--- src/qpcc_pkg.sv ---
// Constants shared by the position compare, capture and interrupt logic.
// Assumes a single 250 MHz system clock and a synchronous reset.
package qpcc_pkg;

    // Data path widths
    localparam int POS_W  = 32;
    localparam int UTMR_W = 32;
    localparam int CTMR_W = 16;
    localparam int PSC_W  = 8;
    localparam int UNIT_POSITION_PRESCALE_W = 4;
    localparam int CCPS_W = 3;
    localparam int PW_W   = 16;
    localparam int SPD_W  = 16;

    // Capture timer top count; one more tick is an overflow
    localparam logic [CTMR_W-1:0] CTMR_MAX = 16'hffff;

    // Interrupt flag positions
    localparam int INT_DIR = 0;
    localparam int INT_UNF = 1;
    localparam int INT_OVF = 2;
    localparam int INT_CMP = 3;
    localparam int INT_UTO = 4;
    localparam int INT_N   = 5;

    // Decoder status positions
    localparam int STS_CAPNEW = 0;
    localparam int STS_DIRECTION_CHANGE_ERROR   = 1;
    localparam int STS_CAPTURE_OVERFLOW_ERROR   = 2;
    localparam int STS_N      = 3;

    // Values after reset
    localparam logic [POS_W-1:0]  POS_RST  = 32'h0000_0000;
    localparam logic [POS_W-1:0]  CMP_RST  = 32'h0000_0000;
    localparam logic [UTMR_W-1:0] UTMR_RST = 32'h0000_0000;
    localparam logic [CTMR_W-1:0] CTMR_RST = 16'h0000;
    localparam logic [PW_W-1:0]   PW_RST   = 16'h0000;

endpackage : qpcc_pkg

--- src/qpcc_top.sv ---
// Position compare, edge capture and interrupt logic of a quadrature encoder.
// Assumes encoder inputs already synchronous to clk; control bits are plain ports.
// What this block does
// Shadow loads active compare on match or zero.
// Compare value only ever passes through shadow.
// Each compare match fires the sync pulse when sync_pulse_width is nonzero.
// Match during pulse restarts full width.
// Unit timer runs only while enabled.
// Unit timer counts up once per clock.
// At period, clear timer, flag unit timeout.
// Unit timeout latches position counter.
// Capture timer counts prescaled capture clocks.
// Unit position event every 2^prescale pulses.
// Unit position event latches, then clears timer.
// New capture period sets status flag.
// Direction change between events flags error.
// Capture timer past 65535 flags overflow.
// Direction change interrupt when enabled.
// Underflow and overflow interrupts when enabled.
// Compare and unit timeout interrupts when enabled.
// Interrupt flags clear after one clock.
// Capture suspended above speed threshold.
// Counter wraps at max and zero.
// One count pulse per quadrature edge.
// Interrupt is OR of enabled flags.
`timescale 1ns/100ps
`default_nettype none
module qpcc_top (
    input  wire logic                        clk,
    input  wire logic                        rst,
    input  wire logic                        qep_a,
    input  wire logic                        qep_b,
    input  wire logic [qpcc_pkg::POS_W-1:0]  maximum_position,
    input  wire logic                        compare_write,
    input  wire logic [qpcc_pkg::POS_W-1:0]  position_compare_value,
    input  wire logic                        compare_load_on_match,
    input  wire logic [qpcc_pkg::PW_W-1:0]   sync_pulse_width,
    input  wire logic                        unit_timer_enable,
    input  wire logic [qpcc_pkg::UTMR_W-1:0] unit_period_value,
    input  wire logic [qpcc_pkg::CCPS_W-1:0] capture_prescale,
    input  wire logic [qpcc_pkg::UNIT_POSITION_PRESCALE_W-1:0] unit_position_prescale,
    input  wire logic [qpcc_pkg::SPD_W-1:0]  speed_threshold,
    input  wire logic [qpcc_pkg::STS_N-1:0]  status_clear,
    input  wire logic [qpcc_pkg::INT_N-1:0]  interrupt_enable_reg,
    output logic                             count_pulse,
    output logic                             direction,
    output logic [qpcc_pkg::POS_W-1:0]       position_count,
    output logic [qpcc_pkg::POS_W-1:0]       compare_active,
    output logic                             compare_sync_output,
    output logic [qpcc_pkg::UTMR_W-1:0]      unit_timer_count,
    output logic [qpcc_pkg::POS_W-1:0]       latched_position,
    output logic [qpcc_pkg::CTMR_W-1:0]      capture_timer,
    output logic [qpcc_pkg::CTMR_W-1:0]      capture_period_reg,
    output logic                             capture_suspended,
    output logic [qpcc_pkg::STS_N-1:0]       decoder_status_reg,
    output logic [qpcc_pkg::INT_N-1:0]       interrupt_flag_reg,
    output logic                             interrupt
);
    typedef struct packed {
        logic                        primed;
        logic                        qa_prev;
        logic                        qb_prev;
        logic                        pulse;
        logic                        dir;
        logic [qpcc_pkg::POS_W-1:0]  pos;
        logic [qpcc_pkg::POS_W-1:0]  cmp_shadow;
        logic [qpcc_pkg::POS_W-1:0]  cmp_active;
        logic [qpcc_pkg::UTMR_W-1:0] utmr;
        logic [qpcc_pkg::POS_W-1:0]  latched;
        logic [qpcc_pkg::SPD_W-1:0]  spd_cnt;
        logic                        high_speed;
        logic [qpcc_pkg::PSC_W-1:0]  psc;
        logic [qpcc_pkg::CTMR_W-1:0] ctmr;
        logic [qpcc_pkg::CTMR_W-1:0] cprd;
        logic [15:0]                 upcnt;
        logic                        dir_chg_pend;
        logic [qpcc_pkg::STS_N-1:0]  sts;
        logic [qpcc_pkg::INT_N-1:0]  flags;
        logic                        irq;
    } qpcc_state_t;

    qpcc_state_t s_reg;
    qpcc_state_t s_next;

    // Decoded events of the current cycle, shared with the assertions
    logic                        edge_pulse;
    logic                        fwd;
    logic                        dir_evt;
    logic                        ovf_evt;
    logic                        unf_evt;
    logic                        match_evt;
    logic                        zero_evt;
    logic                        cmp_load;
    logic                        uto_evt;
    logic                        cap_tick;
    logic                        upos_evt;
    logic                        ctmr_ovf;
    logic [qpcc_pkg::POS_W-1:0]  pos_n;
    logic [qpcc_pkg::PSC_W-1:0]  psc_lim;
    logic [15:0]                 unit_position_prescale_lim;
    logic [qpcc_pkg::STS_N-1:0]  sts_set;
    logic [qpcc_pkg::INT_N-1:0]  flag_set;

    // Quadrature edges: exactly one input toggled gives one count
    always_comb begin
        edge_pulse = s_reg.primed && ((qep_a ^ s_reg.qa_prev) ^ (qep_b ^ s_reg.qb_prev));
        fwd        = qep_a ^ s_reg.qb_prev; // A leading B counts up
        dir_evt    = edge_pulse && (fwd != s_reg.dir);
    end

    // Position counter with wrap in both directions
    always_comb begin
        ovf_evt = edge_pulse && fwd && (s_reg.pos == maximum_position);
        unf_evt = edge_pulse && !fwd && (s_reg.pos == qpcc_pkg::POS_RST);
        pos_n   = s_reg.pos;
        if (ovf_evt) begin
            pos_n = qpcc_pkg::POS_RST;
        end else if (unf_evt) begin
            pos_n = maximum_position;
        end else if (edge_pulse) begin
            pos_n = fwd ? s_reg.pos + 32'h0000_0001 : s_reg.pos - 32'h0000_0001;
        end
    end

    // Compare is checked against the counter value being entered
    always_comb begin
        match_evt = edge_pulse && (pos_n == s_reg.cmp_active);
        zero_evt  = edge_pulse && (pos_n == qpcc_pkg::POS_RST);
        cmp_load  = compare_load_on_match ? match_evt : zero_evt;
    end

    // Timer tick and unit event conditions
    always_comb begin
        uto_evt  = unit_timer_enable && (s_reg.utmr == unit_period_value);
        psc_lim  = (8'h01 << capture_prescale) - 8'h01;
        cap_tick = !s_reg.high_speed && (s_reg.psc == psc_lim);
        unit_position_prescale_lim = (16'h0001 << unit_position_prescale) - 16'h0001;
        upos_evt = !s_reg.high_speed && edge_pulse && (s_reg.upcnt == unit_position_prescale_lim);
        ctmr_ovf = cap_tick && !upos_evt && (s_reg.ctmr == qpcc_pkg::CTMR_MAX);
    end

    // Sticky status sources and one-cycle interrupt sources
    always_comb begin
        sts_set                       = '0;
        sts_set[qpcc_pkg::STS_CAPNEW] = upos_evt;
        sts_set[qpcc_pkg::STS_DIRECTION_CHANGE_ERROR]   = upos_evt && (s_reg.dir_chg_pend || dir_evt);
        sts_set[qpcc_pkg::STS_CAPTURE_OVERFLOW_ERROR]   = ctmr_ovf;
        flag_set                      = '0;
        flag_set[qpcc_pkg::INT_DIR]   = dir_evt;
        flag_set[qpcc_pkg::INT_UNF]   = unf_evt;
        flag_set[qpcc_pkg::INT_OVF]   = ovf_evt;
        flag_set[qpcc_pkg::INT_CMP]   = match_evt;
        flag_set[qpcc_pkg::INT_UTO]   = uto_evt;
    end

    // Next state of the whole block
    always_comb begin
        s_next         = s_reg;
        s_next.primed  = 1'b1;
        s_next.qa_prev = qep_a;
        s_next.qb_prev = qep_b;
        s_next.pulse   = edge_pulse;
        s_next.pos     = pos_n;
        if (edge_pulse) begin
            s_next.dir = fwd;
        end

        // Software only ever reaches the shadow copy
        if (compare_write) begin
            s_next.cmp_shadow = position_compare_value;
        end
        if (cmp_load) begin
            s_next.cmp_active = s_reg.cmp_shadow;
        end

        // Unit timer; held at zero while disabled so a restart is a full period
        if (!unit_timer_enable) begin
            s_next.utmr = qpcc_pkg::UTMR_RST;
        end else if (uto_evt) begin
            s_next.utmr    = qpcc_pkg::UTMR_RST;
            s_next.latched = s_reg.pos;
        end else begin
            s_next.utmr = s_reg.utmr + 32'h0000_0001;
        end

        // Speed estimate from pulses per unit period, saturating
        if (uto_evt) begin
            s_next.high_speed = (s_reg.spd_cnt > speed_threshold);
            s_next.spd_cnt    = {15'h0000, edge_pulse};
        end else if (edge_pulse && s_reg.spd_cnt != 16'hffff) begin
            s_next.spd_cnt = s_reg.spd_cnt + 16'h0001;
        end

        // Capture path; frozen and cleared while fast, which avoids stale periods
        if (s_reg.high_speed) begin
            s_next.psc          = '0;
            s_next.ctmr         = qpcc_pkg::CTMR_RST;
            s_next.upcnt        = 16'h0000;
            s_next.dir_chg_pend = 1'b0;
        end else begin
            s_next.psc = cap_tick ? 8'h00 : s_reg.psc + 8'h01;
            if (cap_tick && s_reg.ctmr != qpcc_pkg::CTMR_MAX) begin
                s_next.ctmr = s_reg.ctmr + 16'h0001;
            end
            if (edge_pulse) begin
                s_next.upcnt = (s_reg.upcnt == unit_position_prescale_lim) ? 16'h0000 : s_reg.upcnt + 16'h0001;
            end
            if (upos_evt) begin
                s_next.cprd         = s_reg.ctmr;
                s_next.ctmr         = qpcc_pkg::CTMR_RST;
                s_next.dir_chg_pend = 1'b0;
            end else if (dir_evt) begin
                s_next.dir_chg_pend = 1'b1;
            end
        end

        // Set wins over a clear arriving in the same cycle
        s_next.sts   = (s_reg.sts & ~status_clear) | sts_set;
        // Flags hold only the events of this cycle, so they clear themselves
        s_next.flags = flag_set;
        s_next.irq   = |(flag_set & interrupt_enable_reg);
    end

    always_ff @(posedge clk) begin
        if (rst) begin
            s_reg            <= '0;
            s_reg.pos        <= qpcc_pkg::POS_RST;
            s_reg.cmp_shadow <= qpcc_pkg::CMP_RST;
            s_reg.cmp_active <= qpcc_pkg::CMP_RST;
        end else begin
            s_reg <= s_next;
        end
    end

    // Sync pulse restarts on each registered match
    qpcc_stretch u_stretch (
        .clk     (clk),
        .rst     (rst),
        .trigger (s_reg.flags[qpcc_pkg::INT_CMP]),
        .width   (sync_pulse_width),
        .pulse   (compare_sync_output)
    );

    // Outputs straight from the state
    assign count_pulse        = s_reg.pulse;
    assign direction          = s_reg.dir;
    assign position_count     = s_reg.pos;
    assign compare_active     = s_reg.cmp_active;
    assign unit_timer_count   = s_reg.utmr;
    assign latched_position   = s_reg.latched;
    assign capture_timer      = s_reg.ctmr;
    assign capture_period_reg = s_reg.cprd;
    assign capture_suspended  = s_reg.high_speed;
    assign decoder_status_reg = s_reg.sts;
    assign interrupt_flag_reg = s_reg.flags;
    assign interrupt          = s_reg.irq;
endmodule : qpcc_top
`default_nettype wire

--- src/qpcc_stretch.sv ---
// Pulse stretcher for the compare sync output.
// Assumes trigger is a one-cycle pulse in the clk domain.
`timescale 1ns/100ps
`default_nettype none
module qpcc_stretch (
    input  wire logic                     clk,
    input  wire logic                     rst,
    input  wire logic                     trigger,
    input  wire logic [qpcc_pkg::PW_W-1:0] width,
    output logic                          pulse
);
    typedef struct packed {
        logic [qpcc_pkg::PW_W-1:0] cnt;
        logic                      out;
    } qpcc_str_t;

    qpcc_str_t s_reg;
    qpcc_str_t s_next;

    // A new trigger reloads the full width, even mid-pulse
    always_comb begin
        s_next = s_reg;
        if (trigger) begin
            s_next.cnt = width;
            s_next.out = (width != qpcc_pkg::PW_RST);
        end else if (s_reg.cnt > 16'h0001) begin
            s_next.cnt = s_reg.cnt - 16'h0001;
        end else begin
            s_next.cnt = qpcc_pkg::PW_RST;
            s_next.out = 1'b0;
        end
    end

    always_ff @(posedge clk) begin
        if (rst) begin
            s_reg <= '0;
        end else begin
            s_reg <= s_next;
        end
    end

    assign pulse = s_reg.out;
endmodule : qpcc_stretch
`default_nettype wire

--- config.mk ---
export PLATFORM = sky130hd
export DESIGN_NAME = qpcc_top
export DESIGN_NICKNAME = d
export VERILOG_FILES = /design/src/qpcc_pkg.sv /design/src/qpcc_top.sv /design/src/qpcc_stretch.sv
export SDC_FILE = /design/constraint.sdc
export NUM_CORES = 1
export LEC_CHECK = 0
export ABC_CLOCK_PERIOD_IN_PS = 8400
export BUFFER_PORTS_ARGS = -buffer_cell sky130_fd_sc_hd__buf_2
export CORE_MARGIN = 5
export CORE_UTILIZATION = 44
export CTS_BUF_LIST = sky130_fd_sc_hd__clkbuf_4 sky130_fd_sc_hd__clkbuf_8
export DETAILED_ROUTE_END_ITERATION = 16
export PLACE_DENSITY = 0.66
export SYNTH_ARGS = -nofsm -noshare
export SYNTH_HDL_FRONTEND = slang
export SYNTH_SLANG_ARGS = --single-unit
--- constraint.sdc ---
create_clock -name clk -period 8.4 [get_ports clk]
set_clock_uncertainty 0.05 [all_clocks]
set_input_delay 0.42 -clock clk [delete_from_list [all_inputs] [get_ports clk]]
set_output_delay 0.42 -clock clk [all_outputs]
set_load 0.05 [all_outputs]
Word-level counts from Yosys, hierarchy flattened
Cells that the tools add are included.
W data, S select, Z words.
{"block": "totals", "regBits": 265, "input_bits": 150}
{"block": "classes", "n_addsub": 10, "n_lt_le_gt_ge": 2, "eq_ne": 10, "shifts": 2, "n_mux": 29, "n_bitwise": 10, "n_reduce_logical": 33}
{"operator": "$mux W32", "n": 11}
{"operator": "$mux W248", "n": 1}
{"operator": "$mux W16", "n": 7}
{"operator": "$eq A32 B32 Y1", "n": 3}
{"operator": "$add A32 B1 Y32 const B", "n": 2}
{"operator": "$logic_not A32 Y1", "n": 2}
{"operator": "$add A16 B1 Y16 const B", "n": 3}
{"operator": "$mux W17", "n": 2}
{"operator": "$ne A16 B16 Y1 const B", "n": 2}
{"operator": "$sub A16 B1 Y16 const B", "n": 2}
{"operator": "$sub A32 B1 Y32 const B", "n": 1}
{"operator": "$mux W24", "n": 1}
{"operator": "$logic_and A1 B1 Y1", "n": 17}
{"operator": "$eq A16 B16 Y1", "n": 1}
{"operator": "$eq A16 B16 Y1 const B", "n": 1}
{"operator": "$gt A16 B1 Y1 const B", "n": 1}
{"operator": "$gt A16 B16 Y1", "n": 1}
{"operator": "$reduce_bool A16 Y1", "n": 1}
{"operator": "$shl A1 B4 Y16 const A", "n": 1}
{"operator": "$reduce_or A3 Y1", "n": 3}
{"operator": "$add A8 B1 Y8 const B", "n": 1}
{"operator": "$eq A8 B8 Y1", "n": 1}
{"operator": "$mux W8", "n": 1}
{"operator": "$shl A1 B3 Y8 const A", "n": 1}
{"operator": "16 further kinds", "n": 29}

Depth between registers and ports, before layout
Gate-level depths: netlist of run 1.
{"block": "depth", "word_depth": 12, "depth_mapped": 18, "ltp_nobuf": 14}

Modules after synthesis
Synthesis of run 1 repeated with hierarchy kept, for this count alone.
{"block": "unflattened", "cells_unflattened": 2240, "hier_area_um2": 17629.4}
{"module": "qpcc_top", "instances": 1, "cells_per_inst": 2105, "area_per_inst_um2": 16543.4, "seq_area_each_um2": 4964.8}
{"module": "qpcc_stretch", "instances": 1, "cells_per_inst": 135, "area_per_inst_um2": 1086.0, "seq_area_each_um2": 340.3}

Least setup slack after synthesis of run 1
Ideal clock, no wire load.
{"block": "synth_timing", "path_kind": "input to register", "from": "input port qep_a", "to": "register s_reg (netlist bit compare_active[10])", "arrival_time_ns": 5.074, "setup_slack_ns": 3.157, "cell_stages": 18, "n_path_buf": 4, "cell_sequence": "xor2_2 > buf_2 > buf_1 > buf_2 > xnor2_1 > ha_1 > and4_1 > or3b_2 > or4_1 > a2111oi_1 > nor3b_1 > o21ai_1 > o2111ai_1 > or4_1 > nor4_4 > a32oi_2 > buf_6 > mux2i_1"}
{"block": "synth_via", "elab_chain_cells": 10, "elab_cells_between_ends": 18, "cone_classes": "eq/ne: 1; mux: 5; bitwise: 3; reduce/logical: 9"}
{"item": "start, declared", "line_no": "qpcc_top.sv:31", "rtl": "input wire logic qep_a,"}
{"item": "$xor A1 B1 Y1 (2 in series)", "line_no": "qpcc_top.sv:106", "rtl": "edge_pulse = s_reg.primed && ((qep_a ^ s_reg.qa_prev) ^ (qep_b ^ s_reg.qb_prev));"}
{"item": "$logic_and A1 B1 Y1", "line_no": "qpcc_top.sv:106"}
{"item": "$logic_and A1 B1 Y1 (2 in series)", "line_no": "qpcc_top.sv:114", "rtl": "unf_evt = edge_pulse && !fwd && (s_reg.pos == qpcc_pkg::POS_RST);"}
{"item": "$mux W32", "line_no": "qpcc_top.sv:118", "rtl": "end else if (unf_evt) begin"}
{"item": "$mux W32", "line_no": "qpcc_top.sv:116", "rtl": "if (ovf_evt) begin"}
{"item": "$eq A32 B32 Y1 or $logic_not A32 Y1 (tied branches)", "line_no": "qpcc_top.sv:127, qpcc_top.sv:128"}
{"item": "$logic_and A1 B1 Y1, on equally long branches", "line_no": "qpcc_top.sv:127, qpcc_top.sv:128"}
{"item": "$mux W1 (*)", "line_no": "qpcc_top.sv:129", "rtl": "cmp_load = compare_load_on_match ? match_evt : zero_evt;"}
{"item": "end signal, assigned", "line_no": "qpcc_top.sv:231", "rtl": "s_reg <= s_next;"}
{"item": "end, declared", "line_no": "qpcc_top.sv:82", "rtl": "qpcc_state_t s_reg;"}
Every way passes the cells marked *; elsewhere a longest branch is shown, timed or not.
A chain may end at the register's enable or synchronous reset.

Final worst setup path of run 1
{"block": "layout_timing", "from": "register s_reg[245] in the netlist's numbering", "to": "register s_reg (netlist bit compare_active[12])"}
{"block": "layout_via", "elab_chain_cells": 10, "elab_cells_between_ends": 18, "cone_classes": "eq/ne: 1; mux: 5; bitwise: 3; reduce/logical: 9"}
{"item": "$xor A1 B1 Y1 (2 in series)", "line_no": "qpcc_top.sv:106"}
{"item": "$logic_and A1 B1 Y1", "line_no": "qpcc_top.sv:106"}
{"item": "$logic_and A1 B1 Y1 (2 in series)", "line_no": "qpcc_top.sv:114"}
{"item": "$mux W32", "line_no": "qpcc_top.sv:118"}
{"item": "$mux W32", "line_no": "qpcc_top.sv:116"}
{"item": "$eq A32 B32 Y1 or $logic_not A32 Y1 (tied branches)", "line_no": "qpcc_top.sv:127, qpcc_top.sv:128"}
{"item": "$logic_and A1 B1 Y1, on equally long branches", "line_no": "qpcc_top.sv:127, qpcc_top.sv:128"}
{"item": "$mux W1 (*)", "line_no": "qpcc_top.sv:129"}
Marks and branches as above.

==> results of run 1 <==
-- per-stage QoR --
stage	area, sq um	hold WS (ns)	worst slack [ns]
6_report	19800	0.0445	2.60
5_1_grt	19800	0.0285	2.45
4_1_cts	19800	0.0123	2.76
3_5_place_dp	18300	0.390	2.62
3_3_place_gp	18300	0.386	2.75
2_1_floorplan	17500	0.377	3.16
-- repair_timing --
| action | CTS | global route |
|---|---|---|
| endpoints found under the hold margin | 48 | 0 |
| setup endpoints to repair | 0 | 0 |
| buffers inserted | 0 | 0 |
| hold buffers | 48 | 0 |
-- logic make-up (layout without fill, tap and decap cells) --
logic type	Yosys count	count (layout)	synth area share
and+or+nand+nor	954	954	0.272
buffers and inverters	361	552	0.116
AOI/OAI and AO/OA	331	331	0.130
DFF	265	265	0.303
xor gates and xnor gates	184	184	0.0929
muxes	117	117	0.0677
adders and majority gates	25	25	0.0179
other	0	3	0
-- where the power goes --
part | switching (W) | internal (W)
Combinational | 0.00126 | 0.000637
Sequential | 0.000104 | 0.00134
Clock | 0.000576 | 0.000787
-- layer usage --
metal,vias to the layer above,GRT usage,routed length [um]
li1,8087,-,-
met1,8266,0.357,26000
met2,1031,0.480,31100
met3,232,0.0864,7300
met4,8,0.136,3590
met5,-,0,64
-- cells in the mapped netlist (32+ instances only) --
library cell	instances
xor2_1	109
dfxtp_1	265
xnor2_1	73
nand2_1	224
and3_1	32
mux2i_1	107
nand4_1	72
clkbuf_1	93
a21oi_1	81
nand3_1	83
or4_1	34
nor2_1	266
inv_1	60
nor3_1	58
o21ai_0	55
buf_4	169
nor4_1	57
-- area by class of cell --
cell class,count,share of cell area
Tap cell,525,0.0331
Antenna cell,3,0.000378
Inverter,62,0.0117
Clock buffer,72,0.0459
Timing Repair Buffer,405,0.119
Clock inverter,13,0.00795
Multi-Input combinational cell,1611,0.515
Sequential cell,265,0.267
-- path summary, 6_finish.rpt --
kind | to | from
worst max-delay path | compare_active[12] | s_reg[245]
worst min-delay path | decoder_status_reg[1] | status_clear[1]
worst max register to register | compare_active[12] | s_reg[245]
worst min register to register | latched_position[25] | latched_position[25]
-- worst min-delay path, delay by kind of cell --
kind | cells | cell delay, ns
AND/OR/NAND/NOR | 1 | 0.07
buffers and inverters | 2 | 0.15
AO/OA/AOI/OAI | 1 | 0.06
==> flow_summary.yaml, run 1 <==
outcome:
  status: "complete, no violations"
yosys:
  netlist_top_cells_area: "dfxtp_1, buf_4, mux2i_1"
  avgSynthCellArea_sq_um: 7.83
  netlist_area_sq_mm: 0.0175
  synth_fp_nets: 2412
  seq_area_frac_synth: 0.303
  synth_cell_types: 92
  syn_inst: 2237
  synth_edf_count: 0
  synth_top_area_frac: 0.303
  synth_top_cell_by_area: "dfxtp_1"
  synth_seq_cells: 265
  synth-async-reset-ratio: 0
  synth_warnings: 0
  ys_dominant_reg_cell: "dfxtp_1"
timing:
  tightest_slew_ns: 1.37
  max_freq_mhz: 172
  finalCriticalPeriod_ns: 5.80
  slew_headroom: 0.0873
  hold_viol: 0
  fin_setup_tns_ns: 0
  slew_viol_final: 0
  setup_viol: 0
  min_period_over_period: 0.691
  grt_setup_unrepaired: "false"
layout:
  syn_to_final_growth_pct: 13.2
  regArea_sq_mm: 0.00531
  multi_input_area_sq_mm: 0.0102
  fin_nets: 2567
  most-common-layout-cells: "buf_2, nor2_1, dfxtp_1"
  drive_gt1_frac: 0.202
  utilization: 0.502
  layoutNonFillerInstCount: 2956
  largest_reg_flops: 76
  layout_commonest_cell: "buf_2"
  fillers: 3917
grt:
  antenna_found_initial: 8
  grt_max_degree: 73
  first_global_vias: 17000
  grt.total_usage: 0.294
  grt_pass1_wl_mm: 101
  grt_remaining_overflow: 0
placed_design:
  gp_congestion: 1.05
  port_buffers: 322
  dpl.hpwl_mm: 50.4
  dp_cells: 2820
floorplanning:
  dieArea_sq_mm: 0.0439
  pin_count: 323
  rows: 73
  core_area_sq_mm: 0.0395
  die_w_um: 210
  start_util: 0.443
  die_h_um: 210
clock_network:
  cts_inserted_buffers: 47
  clk_path_buf_depth: 3
  cts_tree: "done"
  clk_pin_slew_ns: 0.06
  htreeDepth: 2
  post_cts_resized: 0
  cts_root_buf: "clkbuf_8"
  clock-sinks: 265
  worstSkewPairLatency_ns: 0.64
flow_run:
  maxCapViolCount: 0
pwr:
  fin_total_pwr_w: 0.00470
  p_per_area_mw_per_mm2: 237
  p_leak_nw: 8.68
  ir_drop_mv: 0.166
critical_path:
  critPathMaxFanout: 32
  r2r_cells: 14
  critPathBufInv: 1
  worstSetupStartpointType: "register"
  worstSetupPathType: "register to register"
  max_stage_delay_ns: 0.81
  cpMaxStageDelayCell: "nor3b_1"
  worstPathArrival_ns: 6.22
  critical_path_depth: 14
  cp_common_cell: "or4_1"
  required_ns: 8.82
  end_kind: "register"
  critPathTopFamily: "simple AND/OR/NAND/NOR gates"
  reg2reg_slack_ns: 2.60
  crit_chain: "xor2_4, xnor2_1, ha_1, and4_1, or3b_2, or4_1, nand3_1, nor3b_1, o2111ai_1, or4_1, nor4_4, a32oi_4, buf_4, mux2i_1"
detailed_routing:
  ant_nets: 0
  drt-initial-drc-count: 1796
  drc: 0
  wl_per_cell_um: 23.0
  drtPass1Iterations: 6
  routed_wl_mm: 68.1
  dr_total_vias: 17600
  viasPerCell: 5.96
hold_path:
  hold_depth: 4
  hold_path.class: "input pin to register"
Note: power is estimated with default switching activity, not from simulation.
==> inputs of run 2 (changes only) <==
- ABC_CLOCK_PERIOD_IN_PS: 8400 -> 5000
- PLACE_DENSITY: 0.66 -> 0.68
- clock period: 8.4 -> 5 ns (I/O delays scaled with it)
==> run 2 against run 1 <==
Compared with the run above:
- wire length increased by 7.3%
- global-route usage increased by 2.5 points
- die area unchanged
- largest cell class unchanged
- setup slack got worse by 2.4 ns
- sequential power increased by 70%
- register-to-register slack got worse by 2.4 ns
- first-iteration DRC count decreased by 9.5%
- sequential share of layout area decreased by 1.1 points
- worst hold slack got worse by 0.025 ns
==> flow_summary.yaml, run 2 (synthesis results as in run 1) <==
layout:
  most-common-layout-cells: "buf_2, nor2_1, dfxtp_1"
  fin_nets: 2673
  largest_reg_flops: 76
  fillers: 3825
  syn_to_final_growth_pct: 18.0
  drive_gt1_frac: 0.230
  final_area_sq_mm: 0.0207
  layout_commonest_cell: "buf_2"
flow_run:
  maxCapViolCount: 0
floorplanning:
  start_util: 0.443
  die_h_um: 210
  die_w_um: 210
  core_area_sq_mm: 0.0395
  pin_count: 323
  rows: 73
  dieArea_sq_mm: 0.0439
outcome:
  status: "complete, no violations"
grt:
  grt_max_degree: 76
  grt_pass1_wl_mm: 109
  grt_remaining_overflow: 0
  first_global_vias: 17800
  antenna_found_initial: 7
  grt.total_usage: 0.318
clock_network:
  cts_inserted_buffers: 49
  clock-sinks: 265
  worstSkewPairLatency_ns: 0.64
  clk_path_buf_depth: 3
  htreeDepth: 2
  post_cts_resized: 0
  clk_pin_slew_ns: 0.06
  cts_root_buf: "clkbuf_8"
  cts_tree: "done"
timing:
  tightest_slew_ns: 1.20
  min_period_over_period: 0.954
  slew_viol_final: 0
  fin_setup_tns_ns: 0
  grt_setup_unrepaired: "false"
  setup_viol: 0
  finalCriticalPeriod_ns: 4.77
  max_freq_mhz: 210
  hold_viol: 0
  slew_headroom: 0.198
pwr:
  swShare: 0.417
  seqPwrFrac: 0.299
  power_frac_comb: 0.428
  p_switching_w: 0.00342
  ir_drop_mv: 0.258
  clkPwrFrac: 0.273
  p_leak_nw: 9.18
  p_per_area_mw_per_mm2: 397
  p_int_w: 0.00478
placed_design:
  port_buffers: 322
  dpl.hpwl_mm: 56.0
  gp_congestion: 1.06
  dpl_cell_area_sq_mm: 0.0190
detailed_routing:
  viasPerCell: 5.93
  drtPass1Iterations: 6
  drc: 0
  routed_wl_mm: 73.1
  dr_total_vias: 18100
  drt-initial-drc-count: 1625
  wl_per_cell_um: 23.9
  ant_nets: 0
critical_path:
  worstPathArrival_ns: 5.20
  cpMaxStageDelayCell: "or4_1"
  end_kind: "register"
  required_ns: 5.43
  max_stage_delay_ns: 0.62
  crit_chain: "xor2_4, buf_4, nor4_1, nand3_1, or2_1, buf_4, o21ai_1, mux2i_1, nand3_1, or4_1, nor4_4, a32oi_4, buf_12, mux2i_1"
  worstSetupPathType: "register to register"
  critPathMaxFanout: 54
  worstSetupStartpointType: "register"
hold_path:
  hold_path.class: "input pin to register"
run 2: cell type report:
class                           instances  area [sq um]  share of cell area
Clock inverter                          8          55.1             0.00266
Timing Repair Buffer                  509          3220               0.156
Clock buffer                           79           993              0.0480
Tap cell                              525           657              0.0318
Multi-Input combinational cell       1611         10200               0.494
Inverter                               62           233              0.0113
Antenna cell                            2          5.00            0.000242
Sequential cell                       265          5310               0.257
run 2: timing repair:
item                                   CTS  global route
buffers inserted                         0             0
hold buffers                            61             0
endpoints found under the hold margin   59             0
run 2: critical path, delay by kind of cell, from the launching register on:
| kind | cells | cell delay, ns |
|---|---|---|
| compound gates | 2 | 0.40 |
| xor+xnor | 1 | 0.11 |
| buf+inv | 3 | 0.75 |
| flops | 1 | 0.45 |
| mux | 2 | 0.38 |
| simple gates | 6 | 2.43 |
run 2: path summary, 6_finish.rpt:
path / from / slack [ns] / end / cells after the start
hold / removal: maximum_position[28] / 0.02 / position_count[28] / 4
hold reg to reg: latched_position[9] / 0.40 / latched_position[9] / 2
setup reg to reg: s_reg[245] / 0.23 / compare_active[4] / 14
setup / recovery: s_reg[245] / 0.23 / compare_active[4] / 14
run 2: per-stage QoR:
step                cells   util  worst slack (ns)  hold WS [ns]  total power [W]
floorplan            2237      -            0.0419         0.328          0.00460
global placement     2911  0.481             0.373         0.386          0.00585
detailed placement   2911  0.481             0.359         0.392          0.00583
CTS                  3059  0.523             0.321      0.000818          0.00813
global route         3061  0.523            0.0475        0.0131          0.00856
finish               3061  0.523             0.230        0.0195          0.00820
run 2: per-layer routing:
| metal | wire length (um) | up-vias | track usage |
|---|---|---|---|
| met3 | 6890 | 236 | 0.0846 |
| li1 | - | 8293 | - |
| met5 | 53 | - | 0 |
| met4 | 3650 | 8 | 0.141 |
| met1 | 28800 | 8658 | 0.392 |
| met2 | 33700 | 954 | 0.525 |
run 2: power by group through the flow:
stage	Clock [W]	Combinational (W)	Sequential (W)
2_1_floorplan	0	0.00221	0.00239
3_3_place_gp	0	0.00337	0.00248
3_5_place_dp	0	0.00335	0.00249
4_1_cts	0.00229	0.00340	0.00244
5_1_grt	0.00240	0.00371	0.00246
6_report	0.00224	0.00351	0.00245
==> inputs of run 3 (changes only) <==
- CTS_BUF_LIST: sky130_fd_sc_hd__clkbuf_4 sky130_fd_sc_hd__clkbuf_8 -> unset
==> run 3 against run 2 <==
Compared with the run above:
- clock-buffer cell count fell by 33
- global-route usage decreased by 0.48 points
- first-iteration DRC count up 8.0%
- combinational power about the same
- non-clock buffer count decreased by 4
- highest routed layer unchanged
- core utilization decreased by 0.11 points
- sequential share of layout area increased by 0.054 points
- worst hold slack better by 0.037 ns
- via count decreased by 0.61%
- total power increased by 0.85%
==> flow_summary.yaml, run 3 (synthesis results as in run 1) <==
timing:
  grt_setup_unrepaired: "false"
  setup_viol: 0
  fin_setup_tns_ns: 0
  tightest_slew_ns: 1.20
  slew_headroom: 0.202
  min_period_over_period: 0.957
  hold_viol: 0
  slew_viol_final: 0
  max_freq_mhz: 209
  finalCriticalPeriod_ns: 4.78
clock_network:
  clk_path_buf_depth: 3
  clock-sinks: 265
  cts_tree: "done"
  cts_root_buf: "clkbuf_16"
  cts_setup_buffers: 0
  cts_inserted_buffers: 31
  worstSkewPairLatency_ns: 0.57
  clk_pin_slew_ns: 0.06
  htreeDepth: 1
critical_path:
  crit_chain: "dlygate4sd3_1, buf_2, xor2_4, buf_4, nor4_1, nand3_1, or2_1, buf_4, o21ai_1, mux2i_1, nand3_1, or4_1, nor4_4, a32oi_4, buf_4, mux2i_1"
  reg2reg_slack_ns: 0.27
  worstSetupPathType: "input pin to register"
  max_stage_delay_ns: 0.62
  critPathMaxFanout: 54
  cp_common_cell: "buf_4"
  required_ns: 5.40
  worstSetupStartpointType: "input pin"
  r2r_cells: 14
  cpMaxStageDelayCell: "nor4_1"
  end_kind: "register"
  reg2reg_to: "compare_active[22]"
  r2r-start: "s_reg[245]"
  worstPathArrival_ns: 5.19
pwr:
  seqPwrFrac: 0.297
  fin_total_pwr_w: 0.00827
  p_int_w: 0.00489
  clkPwrFrac: 0.280
  p_per_area_mw_per_mm2: 401
  ir_drop_mv: 0.290
  p_switching_w: 0.00338
  p_leak_nw: 9.12
  swShare: 0.408
  power_frac_comb: 0.423
placed_design:
  port_buffers: 322
  gp_congestion: 1.06
  dpl.hpwl_mm: 56.0
layout:
  layout_commonest_cell: "buf_2"
  utilization: 0.522
  drive_gt1_frac: 0.219
  largest_reg_flops: 76
  most-common-layout-cells: "buf_2, nor2_1, dfxtp_1"
  syn_to_final_growth_pct: 17.8
  fin_nets: 2651
detailed_routing:
  drc: 0
  dr_total_vias: 18000
  viasPerCell: 5.96
  drt-initial-drc-count: 1755
  ant_nets: 0
  routed_wl_mm: 72.5
  drtPass1Iterations: 7
  wl_per_cell_um: 23.9
grt:
  grt_remaining_overflow: 0
  antenna_found_initial: 8
  grt_pass1_wl_mm: 108
  first_global_vias: 17600
  grt_max_degree: 76
  grt.total_usage: 0.314
floorplanning:
  pin_count: 323
  die_h_um: 210
  dieArea_sq_mm: 0.0439
  core_area_sq_mm: 0.0395
  die_w_um: 210
  rows: 73
  start_util: 0.443
outcome:
  status: "complete, no violations"
hold_path:
  hold_depth: 3
  hold_path.class: "input pin to register"
  min_from: "maximum_position[5]"
  hold_path_end: "position_count[5]"
flow_run:
  maxCapViolCount: 0
run 3: cell count changes in the layout (fill, tap and decap cells not counted), sizes merged:
cell	delta
bufinv	+2
diode	+2
clkbuf	-33
clkinvlp	+1
dlygate4sd3	-4
run 3: how the worst max path moves through the flow:
stage,cells past startpoint,endpoint,slack (ns),startpoint
5_1_grt,18,compare_active[24],0.03,qep_a
3_3_place_gp,17,compare_active[19],0.37,qep_a
6_report,16,compare_active[22],0.22,qep_a
2_1_floorplan,18,compare_active[10],0.04,s_reg[245]
4_1_cts,16,compare_active[26],0.33,s_reg[245]
3_5_place_dp,16,compare_active[26],0.36,s_reg[245]
run 3: critical path: cells and delay by family:
family	cells	cell delay, ns
simple gates	6	2.42
buf+inv	5	1.49
compound gates	2	0.41
mux	2	0.39
xor+xnor	1	0.19
run 3: final cells by class:
type                            count  area (sq um)
Sequential cell                   265          5310
Timing Repair Buffer              505          3180
Fill cell                        3830         18900
Clock inverter                     11           118
Inverter                           62           233
Clock buffer                       46           922
Multi-Input combinational cell   1611         10200
Antenna cell                        4          10.0
Tap cell                          525           657
run 3: metrics by stage:
| step | area [sq um] | setup slack, ns | std cells | hold slack, ns |
|---|---|---|---|---|
| finish | 20600 | 0.215 | 3029 | 0.0567 |
| global route | 20600 | 0.0344 | 3028 | 0.0763 |
| CTS | 20600 | 0.330 | 3025 | 0.0200 |
| detailed placement | 19000 | 0.359 | 2911 | 0.392 |
| global placement | 19000 | 0.373 | 2911 | 0.386 |
| floorplan | 17500 | 0.0419 | 2237 | 0.328 |
run 3: repair_timing:
| action | 4_1_cts | 5_1_grt |
|---|---|---|
| hold endpoints to repair | 56 | 0 |
| resized for setup | 0 | 0 |
| hold buffers | 57 | 0 |
run 3: power groups by stage:
stage / Sequential, W / Combinational, W / Clock, W
2_1_floorplan: 0.00239 / 0.00221 / 0
3_3_place_gp: 0.00248 / 0.00337 / 0
3_5_place_dp: 0.00249 / 0.00335 / 0
4_1_cts: 0.00244 / 0.00340 / 0.00236
5_1_grt: 0.00246 / 0.00370 / 0.00245
6_report: 0.00245 / 0.00350 / 0.00232
run 3: metal layers:
metal / routed length (um) / up-vias / part of all wire / GRT usage
met4: 3640 / 8 / 0.050 / 0.135
met2: 33300 / 971 / 0.46 / 0.520
met5: 50 / - / 0.00069 / 0
li1: - / 8243 / - / -
met1: 28600 / 8605 / 0.39 / 0.393
met3: 6990 / 211 / 0.096 / 0.0710
